==> src/rtl/wrb_pkg.sv <==
// Constants, field layouts and carriers for the receiver host register bank.
// Assumes a single 20 MHz core clock and a byte-wide location/data port.
package wrb_pkg;
    localparam logic [7:0] LOC_CUR_CFG  = 8'h02;
    localparam logic [7:0] LOC_MAILBOX  = 8'hE0;
    localparam logic [7:0] LOC_TUNING   = 8'hE1;
    localparam logic [7:0] LOC_HEADER   = 8'hE2;
    localparam logic [7:0] LOC_HIGH_MIN = 8'hE0;
    localparam logic [7:0] CUR_CFG_RST  = 8'h07;
    localparam logic [7:0] MAILBOX_RST  = 8'h80;
    localparam logic [7:0] TUNING_RST   = 8'h00;
    localparam logic [7:0] HEADER_RST   = 8'h00;
    localparam int MB_DONE_BIT  = 7;
    localparam int MB_ALIGN_BIT = 3;
    localparam logic [1:0] ERR_NONE    = 2'h0;
    localparam logic [1:0] ERR_NO_TX   = 2'h1;
    localparam logic [1:0] ERR_ILLEGAL = 2'h2;
    localparam logic [9:0] OFFSET_STEP_MW = 10'h027; // 39 mW per code
    // Percent table for the output current selector, codes 0..7
    localparam logic [6:0] PCT_0 = 7'h0A;
    localparam logic [6:0] PCT_1 = 7'h14;
    localparam logic [6:0] PCT_2 = 7'h1E;
    localparam logic [6:0] PCT_3 = 7'h28;
    localparam logic [6:0] PCT_4 = 7'h32;
    localparam logic [6:0] PCT_5 = 7'h3C;
    localparam logic [6:0] PCT_6 = 7'h5A;
    localparam logic [6:0] PCT_7 = 7'h64;
    // Loss scale in halves: 2 = unity
    localparam logic [3:0] SCALE_UNITY = 4'h2;
    localparam logic [3:0] SCALE_X2    = 4'h4;
    localparam logic [3:0] SCALE_X3    = 4'h6;
    localparam logic [3:0] SCALE_X4    = 4'h8;
    localparam logic [3:0] SCALE_HALF  = 4'h1;

    typedef struct packed {
        logic [1:0] spare;        // bits 7..6, bit 7 temp_profile_unused_bit
        logic [2:0] term_current; // bits 5..3, stored only
        logic [2:0] output_current_selector;
    } wrb_cur_cfg_t;

    typedef struct packed {
        logic       packet_done_flag;
        logic [1:0] packet_error_field;
        logic       foreign_object_mail_bit;
        logic       align_mail_bit;
        logic       foreign_object_scale_bit;
        logic [1:0] reserved;
    } wrb_mailbox_t;

    typedef struct packed {
        logic       loss_resistance_enable;
        logic       offset_enable;
        logic [2:0] power_offset_field;
        logic [2:0] loss_resistance_scale_field;
    } wrb_tuning_t;

    // Power calculation controls handed to the internal CPU
    typedef struct packed {
        logic       loss_en;
        logic       offset_en;
        logic [9:0] offset_mw;
        logic [3:0] loss_scale_half;
        logic       modified;
    } wrb_power_ctl_t;

    typedef enum logic [1:0] {
        WRB_IDLE = 2'b00,
        WRB_WAIT = 2'b01,
        WRB_SEND = 2'b10
    } wrb_pkt_state_t;
endpackage

==> src/rtl/wrb_reg_bank.sv <==
// Host register bank of the wireless receiver, written by the internal CPU
// on behalf of the serial host link, and consumed by the packet engine.
// Assumes location writes come from same-clock CPU logic; undervoltage
// comes from an analog comparator and is synchronised here.
`timescale 1ns/1ns
module wrb_reg_bank
    import wrb_pkg::*;
(
    input  wire logic       clk_i,
    input  wire logic       srst_i,
    input  wire logic       uvlo_i,
    input  wire logic       wr_en_i,
    input  wire logic       rd_en_i,
    input  wire logic [7:0] loc_i,
    input  wire logic [7:0] wdata_i,
    input  wire logic       slot_free_i,
    input  wire logic       tx_present_i,
    input  wire logic       header_legal_i,
    input  wire logic       pkt_sent_i,
    input  wire logic       cpu_reset_i,
    output logic [7:0]      rdata_o,
    output logic            rvalid_o,
    output logic [6:0]      current_pct_o,
    output logic            pkt_start_o,
    output logic [7:0]      pkt_header_o,
    output logic            align_cep_zero_o,
    output wrb_power_ctl_t  power_ctl_o
);
    wrb_cur_cfg_t   cur_cfg;
    wrb_mailbox_t   mailbox;
    wrb_tuning_t    tuning;
    logic [7:0]     header;
    wrb_pkt_state_t state;
    wrb_pkt_state_t next_state;
    logic           uvlo_s;
    logic           high_clr;
    logic           wr_cfg;
    logic           wr_mb;
    logic           wr_tun;
    logic           wr_hdr;
    logic           req;
    logic           done_evt;
    logic [1:0]     done_err;

    wrb_sync2 u_uvlo_sync (
        .clk_i  (clk_i),
        .srst_i (srst_i),
        .d_i    (uvlo_i),
        .q_o    (uvlo_s)
    );

    assign high_clr = srst_i | uvlo_s;
    assign wr_cfg = wr_en_i && (loc_i == LOC_CUR_CFG);
    assign wr_mb  = wr_en_i && (loc_i == LOC_MAILBOX) && !uvlo_s;
    assign wr_tun = wr_en_i && (loc_i == LOC_TUNING) && !uvlo_s;
    assign wr_hdr = wr_en_i && (loc_i == LOC_HEADER) && !uvlo_s;
    // request is a zero written to done
    assign req = wr_mb && !wdata_i[MB_DONE_BIT];

    // Current configuration, outside the undervoltage domain
    always_ff @(posedge clk_i) begin
        if (srst_i) begin
            cur_cfg <= CUR_CFG_RST;
        end else if (wr_cfg) begin
            cur_cfg <= wdata_i;
        end
    end

    always_ff @(posedge clk_i) begin
        if (srst_i) begin
            current_pct_o <= PCT_7;
        end else begin
            case (cur_cfg.output_current_selector)
                3'h0:    current_pct_o <= PCT_0;
                3'h1:    current_pct_o <= PCT_1;
                3'h2:    current_pct_o <= PCT_2;
                3'h3:    current_pct_o <= PCT_3;
                3'h4:    current_pct_o <= PCT_4;
                3'h5:    current_pct_o <= PCT_5;
                3'h6:    current_pct_o <= PCT_6;
                default: current_pct_o <= PCT_7;
            endcase
        end
    end

    // Tuning and header registers
    always_ff @(posedge clk_i) begin
        if (high_clr) begin
            tuning <= TUNING_RST;
            header <= HEADER_RST;
        end else begin
            if (wr_tun) begin
                tuning <= wdata_i;
            end
            if (wr_hdr) begin
                header <= wdata_i;
            end
        end
    end

    // Packet request sequencer
    always_comb begin
        next_state = state;
        done_evt   = 1'b0;
        done_err   = ERR_NONE;
        case (state)
            WRB_IDLE: begin
                if (req) begin
                    next_state = WRB_WAIT;
                end
            end
            WRB_WAIT: begin
                // hold until a slot frees up
                if (slot_free_i) begin
                    if (!header_legal_i) begin
                        next_state = WRB_IDLE;
                        done_evt   = 1'b1;
                        done_err   = ERR_ILLEGAL;
                    end else if (!tx_present_i) begin
                        next_state = WRB_IDLE;
                        done_evt   = 1'b1;
                        done_err   = ERR_NO_TX;
                    end else begin
                        next_state = WRB_SEND;
                    end
                end
            end
            WRB_SEND: begin
                if (pkt_sent_i) begin
                    next_state = WRB_IDLE;
                    done_evt   = 1'b1;
                end
            end
            default: next_state = WRB_IDLE;
        endcase
    end

    always_ff @(posedge clk_i) begin
        if (high_clr) begin
            state <= WRB_IDLE;
        end else begin
            state <= next_state;
        end
    end

    // Mailbox register; completion wins over a same-cycle host write
    always_ff @(posedge clk_i) begin
        if (high_clr) begin
            mailbox <= MAILBOX_RST;
        end else begin
            if (wr_mb) begin
                mailbox.foreign_object_mail_bit  <= wdata_i[4];
                mailbox.align_mail_bit           <= wdata_i[MB_ALIGN_BIT];
                mailbox.foreign_object_scale_bit <= wdata_i[2];
                mailbox.reserved                 <= wdata_i[1:0];
            end else if (cpu_reset_i) begin
                mailbox.align_mail_bit <= 1'b0;
            end
            if (done_evt) begin
                mailbox.packet_done_flag   <= 1'b1;
                mailbox.packet_error_field <= done_err;
            end else if (req && state == WRB_IDLE) begin
                mailbox.packet_done_flag   <= 1'b0;
                mailbox.packet_error_field <= ERR_NONE;
            end
        end
    end

    // Packet launch towards the modulator
    always_ff @(posedge clk_i) begin
        if (high_clr) begin
            pkt_start_o  <= 1'b0;
            pkt_header_o <= HEADER_RST;
        end else begin
            pkt_start_o  <= (state == WRB_WAIT) && (next_state == WRB_SEND);
            pkt_header_o <= header;
        end
    end

    always_ff @(posedge clk_i) begin
        if (high_clr) begin
            align_cep_zero_o <= 1'b0;
        end else begin
            align_cep_zero_o <= mailbox.align_mail_bit;
        end
    end

    // Received power adjustments
    always_ff @(posedge clk_i) begin
        if (high_clr) begin
            power_ctl_o <= '0;
        end else begin
            power_ctl_o.loss_en   <= tuning.loss_resistance_enable;
            power_ctl_o.offset_en <= tuning.offset_enable;
            power_ctl_o.offset_mw <= 10'(OFFSET_STEP_MW
                                   * tuning.power_offset_field);
            case (tuning.loss_resistance_scale_field)
                3'h2:    power_ctl_o.loss_scale_half <= SCALE_X2;
                3'h3:    power_ctl_o.loss_scale_half <= SCALE_X3;
                3'h4:    power_ctl_o.loss_scale_half <= SCALE_X4;
                3'h7:    power_ctl_o.loss_scale_half <= SCALE_HALF;
                default: power_ctl_o.loss_scale_half <= SCALE_UNITY;
            endcase
            power_ctl_o.modified <= (tuning != TUNING_RST);
        end
    end

    // Read port; high bank reads reset values under undervoltage
    always_ff @(posedge clk_i) begin
        if (srst_i) begin
            rdata_o  <= 8'h00;
            rvalid_o <= 1'b0;
        end else begin
            rvalid_o <= rd_en_i;
            case (loc_i)
                LOC_CUR_CFG: rdata_o <= cur_cfg;
                LOC_MAILBOX: rdata_o <= mailbox;
                LOC_TUNING:  rdata_o <= tuning;
                LOC_HEADER:  rdata_o <= header;
                default:     rdata_o <= 8'h00;
            endcase
        end
    end
endmodule

==> src/rtl/wrb_sync2.sv <==
// Two-flop synchroniser for one level from outside the clock domain.
// Assumes the input is a slowly varying level such as a comparator output.
`timescale 1ns/1ns
module wrb_sync2 (
    input  wire logic clk_i,
    input  wire logic srst_i,
    input  wire logic d_i,
    output logic      q_o
);
    logic meta;

    // First stage feeds only the second
    always_ff @(posedge clk_i) begin
        if (srst_i) begin
            meta <= 1'b0;
            q_o  <= 1'b0;
        end else begin
            meta <= d_i;
            q_o  <= meta;
        end
    end
endmodule

==> config.mk <==
export PLATFORM = sky130hd
export DESIGN_NAME = wrb_reg_bank
export DESIGN_NICKNAME = d
export VERILOG_FILES = /design/src/rtl/wrb_pkg.sv /design/src/rtl/wrb_reg_bank.sv /design/src/rtl/wrb_sync2.sv
export SDC_FILE = /design/constraint.sdc
export NUM_CORES = 1
export LEC_CHECK = 0
export ABC_CLOCK_PERIOD_IN_PS = 2100
export BUFFER_PORTS_ARGS = -buffer_cell sky130_fd_sc_hd__buf_2
export CAP_MARGIN = 30
export CORE_UTILIZATION = 48
export CTS_CLUSTER_DIAMETER = 60
export CTS_CLUSTER_SIZE = 8
export DETAILED_ROUTE_END_ITERATION = 7
export PLACE_DENSITY = 0.74
export SYNTH_ARGS = -nofsm -noshare
export SYNTH_HDL_FRONTEND = slang
export SYNTH_SLANG_ARGS = --single-unit
==> constraint.sdc <==
create_clock -name clk_i -period 2.1 [get_ports clk_i]
set_input_delay 0.105 -clock clk_i [delete_from_list [all_inputs] [get_ports clk_i]]
set_output_delay 0.105 -clock clk_i [all_outputs]
set_load 0.01 [all_outputs]
=== Yosys cells after proc, flatten, opt, wreduce, memory -nomap -nowiden ===
Cells that the tools add are included.
W data, S select, Z words.

* Bits in writable memories: 0
* Flip-flop bits (word level): 79
* ROM bits: 0
* Bits in latches: 0
* Output and inout bits: 43
* Memories: 0

* Equal/unequal tests: 17
* Order comparisons: 0
* Add/subtract/negate cells: 0
* Multipliers: 1
* Shift operators: 0
* Divide/modulo/power cells: 0
* Mux-type cells: 22
* Reduce and logical (&&, ||, !) cells: 18
* Bitwise logic cells: 1

{| class="wikitable"
|+ Operators with widths
! kind !! number
|-
| $pmux W7 S7 || 1
|-
| $pmux W8 S4 || 1
|-
| $eq A8 B8 Y1 const B || 3
|-
| $mux W2 || 10
|-
| $pmux W4 S4 || 1
|-
| $eq A3 B3 Y1 const B || 5
|-
| $eq A3 B2 Y1 const B || 4
|-
| $logic_and A1 B1 Y1 || 10
|-
| $mul A6 B3 Y9 const A || 1
|-
| $eq A8 B2 Y1 const B || 1
|-
| $reduce_bool A8 Y1 || 1
|-
| $mux W1 || 7
|-
| $pmux W2 S3 || 1
|-
| $eq A2 B2 Y1 const B || 2
|-
| $reduce_bool A2 Y1 || 2
|-
| $eq A3 B1 Y1 const B || 1
|-
| $logic_not A3 Y1 || 1
|-
| $eq A2 B1 Y1 const B || 1
|-
| $logic_not A1 Y1 || 2
|-
| $logic_not A2 Y1 || 1
|-
| $pmux W1 S2 || 1
|-
| $reduce_or A2 Y1 || 1
|-
| $or A1 B1 Y1 || 1
|}

=== Depth between registers and ports, before layout ===
* Word-level depth: 8
* Gate-level depth with buffers: 7
* Gate-level depth less buffers: 7

=== By module ===
A second synthesis with hierarchy kept.

* Cell total of the unflattened synthesis: 315
* Area, all modules: 3,166.8 um2

{| class="wikitable"
|+ Modules (own cells, without submodules)
! module !! area an instance (um2) !! cells an instance !! times used
|-
| wrb_reg_bank || 3,114.2 || 311 || 1
|-
| wrb_sync2 || 52.6 || 4 || 1
|}

=== Worst setup path before layout ===
No wires, ideal clock.

* Path type: flip-flop to flip-flop
* Start point: register tuning[3] in the netlist's numbering
* End point: register power_ctl_o[11] in the netlist's numbering
* Path buffers: 0
* Slack: 92 ps
* Cell stages (with the launch flop): 8
* Data arrival time: 1,881 ps
* Setup time: 128 ps
* Path through: dfxtp_1 > fa_1 > ha_1 > fa_1 > a21oi_1 > nor2b_1 > xnor2_1 > nor2_1

* Cells in the longest elaborated chain, start to end: 1

{| class="wikitable"
|+ Ends and longest elaborated chain
! item !! RTL line !! text
|-
| start: declaration || wrb_reg_bank.sv:31 || <nowiki>wrb_tuning_t tuning;</nowiki>
|-
| start signal: assignment || wrb_reg_bank.sv:93 || <nowiki>tuning <= wdata_i;</nowiki>
|-
| $mul A6 B3 Y9 || wrb_reg_bank.sv:196 || <nowiki>* tuning.power_offset_field);</nowiki>
|-
| end: declaration || wrb_reg_bank.sv:27 || <nowiki>output wrb_power_ctl_t power_ctl_o</nowiki>
|}

No other way between the ends.
A chain may end at the register's enable or synchronous reset.

=== Worst setup path in the final report ===
* Start point: register tuning[4] in the netlist's numbering
* End point: register power_ctl_o[11] in the netlist's numbering

Same word-level chain as after synthesis.

==> results by group <==
Cells and area
  • Share of layout cells above drive strength 1: 25.1%
  • Final Instance Area: 3860 um2
  • Area Overhead vs Synth: 20.3%
  • Layout net count: between 400 and 500
  • Fillers: 536
  • Diode count: 0

CTS
  • Post-CTS Setup Repair Bufs: 0
  • CTS buffer count: 9
  • H-tree depth: 3
  • Clock Path Buffers: 2
  • Clk slew on worst S/H paths: 80 ps
  • Root buffer selected by CTS: clkbuf_8
  • CTS tree: yes
  • Sink Count: 77
  • Clock latency on the worst-skew pair: 350 ps

Setup path
  • Worst Reg2Reg Path Length in Cells: 7
  • Setup crit end kind: flip-flop
  • Worst Path Max Fanout: 6
  • Cell chain of the critical path: fa_1 -> ha_1 -> fa_1 -> a21oi_1 -> nor2b_1 -> xnor2_1 -> nor2_1
  • R2r setup slk: about 96 ps
  • Startpoint class of the critical path: flip-flop
  • Critical Path Sink: power_ctl_o[11]
  • Critical path arrival: 2240 ps
  • Crit path kind: flip-flop to flip-flop
  • CP dominant cell by count: fa_1
  • CP Launch Point: tuning[4]
  • Max incr delay on CP: ~470 ps
  • CP required: 2330 ps
  • Worst reg2reg path endpoint: power_ctl_o[11]
  • R2R Path Start: tuning[4]
  • Slowest stage cell, crit path: fa_1

Min path
  • HP Class: input pin to flip-flop

GRT
  • GRT Overall Usage: a little over a fifth
  • Vias in the first global route: 2,384
  • Largest net degree at the start of global routing: 25
  • Grt total ovfl: 0
  • Initial antenna violation count: 0
  • First-pass GRT wire length: 11,400 um

Synthesis
  • Async set or reset register ratio after synthesis: 0%
  • Post-synthesis sequential area ratio: between 40% and 50%
  • Mapped Area: 3210 um2
  • Post-synth EDFFs: 0
  • Avg Inst Size Synth: 9.71 um2
  • Syn Inst Count: 331
  • Primary FF master, synth: dfxtp_1
  • Flops & latches, synth: 77
  • Synthesis Warnings: 0
  • Synth cell types: 50

Placed design
  • Detail Placement HPWL: roughly 5000 um
  • Port Buf Inserts: 66
  • Placed inst area: 3610 um2
  • Gp weighted congestion: 0.818

Detailed routing
  • Final wirelength: roughly 7000 um
  • WL/cell: 14.4 um
  • Initial DRC Count: 96
  • Vias: 2,542
  • DRC errors left: 4
  • First drt pass iteration count: 6
  • Final ANT Viol Nets: 0
  • DR vias/cell: approximately 5.3

STA
  • Slew margin rel.: between 50% and 60%
  • Hold Fails Final Rpt: 0
  • RSZ-0062 raised after global routing: false
  • Fin. max-slew vios: 0
  • Final Critical Period: 2000 ps
  • # setup viols final: 0
  • Setup TNS: 0 ps
  • Pin slew with the least headroom to its limit: 605 ps
  • Fmax: 499 MHz
  • Clock skew: 5.84 ps
  • Period utilisation layout: a little over nine tenths

Floorplan
  • Die Ht: between 80 and 90 um
  • I/O Pins: 69
  • Core area: 6420 um2
  • Initial Utilization: 50.0%
  • DIE AREA: 7020 um2
  • # rows: 29
  • Die width: approximately 84 um

Run status
  • Status: finished, violations left
  • Failing checks: DRC

Power and ir drop
  • Pwr Total: ~2900 uW
  • Cell Pwr Density: 738 nW/um2
  • P_leak: 0.00181 uW
  • Worst vdd ir: 0.610 mV

Flow run
  • Max-cap violation count: 0
==> routing by layer <==
metal | GRT usage (%) | vias to the layer above | routed length [um]
met1 | 26.5 | 1184 | 3220
li1 | - | 1269 | -
met2 | 34.1 | 73 | 3270
met5 | 0 | - | 0
met3 | 6.53 | 16 | 306
met4 | 7.21 | 0 | 181
==> logic make-up after synthesis <==
group	synth area share, %
and+or+nand+nor	22.0
DFF	48.0
AOI/OAI and AO/OA	9.50
buffers and inverters	4.67
muxes	8.64
adders and majority gates	5.76
xor gates and xnor gates	1.36
other	0.117
==> worst max-delay path: cells and delay by family, from the launching register on <==
family	cells	cell delay [ps]
flops	1	370
compound gates	1	170
simple gates	2	120
fa+ha+maj	3	1110
xor+xnor	1	120
==> cell usage in the layout (no fill, tap or decap), drive strengths merged, types with 2 or more instances in the layout <==
| master | n |
|---|---|
| a211o | 3 |
| a211oi | 2 |
| a21boi | 2 |
| a21oi | 10 |
| and2 | 16 |
| and3 | 15 |
| and4 | 2 |
| buf | 75 |
| bufinv | 2 |
| clkbuf | 12 |
| clkinv | 2 |
| conb | 2 |
| dfxtp | 77 |
| dlygate4sd3 | 3 |
| fa | 3 |
| ha | 10 |
| inv | 12 |
| mux2 | 6 |
| mux2i | 21 |
| nand2 | 19 |
| nand2b | 3 |
| nand3 | 11 |
| nand4 | 2 |
| nor2 | 32 |
| nor2b | 12 |
| nor3 | 6 |
| nor3b | 4 |
| nor4b | 2 |
| o21ai | 16 |
| o22ai | 2 |
| o2bb2ai | 2 |
| xnor2 | 5 |
==> synthesized netlist by cell type, types with 2 or more instances <==
| library cell | count | area [um2] |
|---|---|---|
| nor3b_1 | 4 | 30.0 |
| buf_6 | 3 | 33.8 |
| o21ai_0 | 15 | 75.1 |
| buf_4 | 3 | 22.5 |
| inv_1 | 12 | 45.0 |
| ha_1 | 10 | 125 |
| a211o_1 | 3 | 26.3 |
| and4_1 | 2 | 17.5 |
| xnor2_1 | 5 | 43.8 |
| clkbuf_1 | 12 | 45.0 |
| and2_1 | 16 | 100 |
| fa_1 | 3 | 60.1 |
| nor2b_1 | 12 | 75.1 |
| o22ai_1 | 2 | 12.5 |
| nor2_1 | 32 | 120 |
| mux2i_1 | 21 | 210 |
| a211oi_1 | 2 | 15.0 |
| and3_1 | 15 | 93.8 |
| dfxtp_1 | 77 | 1540 |
| mux2_2 | 6 | 67.6 |
| nand3_1 | 11 | 55.1 |
| nor3_1 | 6 | 30.0 |
| nand2b_1 | 3 | 18.8 |
| a21oi_1 | 10 | 50.1 |
| nand2_1 | 19 | 71.3 |
| a21boi_0 | 2 | 15.0 |
| o2bb2ai_1 | 2 | 17.5 |
==> worst min-delay path by stage <==
stage                   start          to  slack (ps)  cells past startpoint
2_1_floorplan  header_legal_i  mailbox[6]         190                      1
3_3_place_gp          rd_en_i    rvalid_o         310                      2
3_5_place_dp   header_legal_i  mailbox[6]         320                      2
4_1_cts          tx_present_i  mailbox[5]          10                      3
5_1_grt            wdata_i[5]   tuning[5]          20                      3
6_report         tx_present_i  mailbox[5]          20                      3
==> report_power, final <==
group / leakage, uW / internal (uW) / switching, uW / total (uW)
registers: 0.000622 / 1460 / 2.12 / 1460
logic: 0.00107 / 47.0 / 81.5 / 128
clock network: 0.000116 / 731 / 530 / 1260
==> registers in the layout (all words and copies together) (netlist names) <==
register / count
mailbox: 8
u_uvlo_sync.q_o: 1
rdata_o: 8
power_ctl_o: 16
tuning: 8
current_pct_o: 6
pkt_start_o: 1
cur_cfg: 8
rvalid_o: 1
state: 2
u_uvlo_sync.meta: 1
header: 8
pkt_header_o: 8
align_cep_zero_o: 1
==> timing repair <==
item,CTS,global route
hold endpoints to repair,3,0
endpoints found under the setup margin,1,1
gates resized for setup,1,1
hold buffers,3,0
==> final cells by class <==
type | instances | area [um2] | share of cell area, %
Tap cell | 77 | 96.3 | 2.49
Sequential cell | 77 | 1550 | 40.0
Multi-Input combinational cell | 224 | 1530 | 39.5
Inverter | 12 | 45.0 | 1.17
Clock buffer | 12 | 155 | 4.01
Timing Repair Buffer | 78 | 428 | 11.1
Clock inverter | 4 | 70.1 | 1.81
==> per-stage QoR <==
stage	util, %	std cells	hold slack (ps)	worst slack, ps
global placement	56.1	465	312	66.6
CTS	60.1	484	13.8	81.2
finish	60.2	484	15.2	95.5
detailed placement	56.1	465	321	-7.08
global route	60.2	484	17.5	10.3
floorplan	-	332	193	91.6
Power figures use the tool's default switching activity.
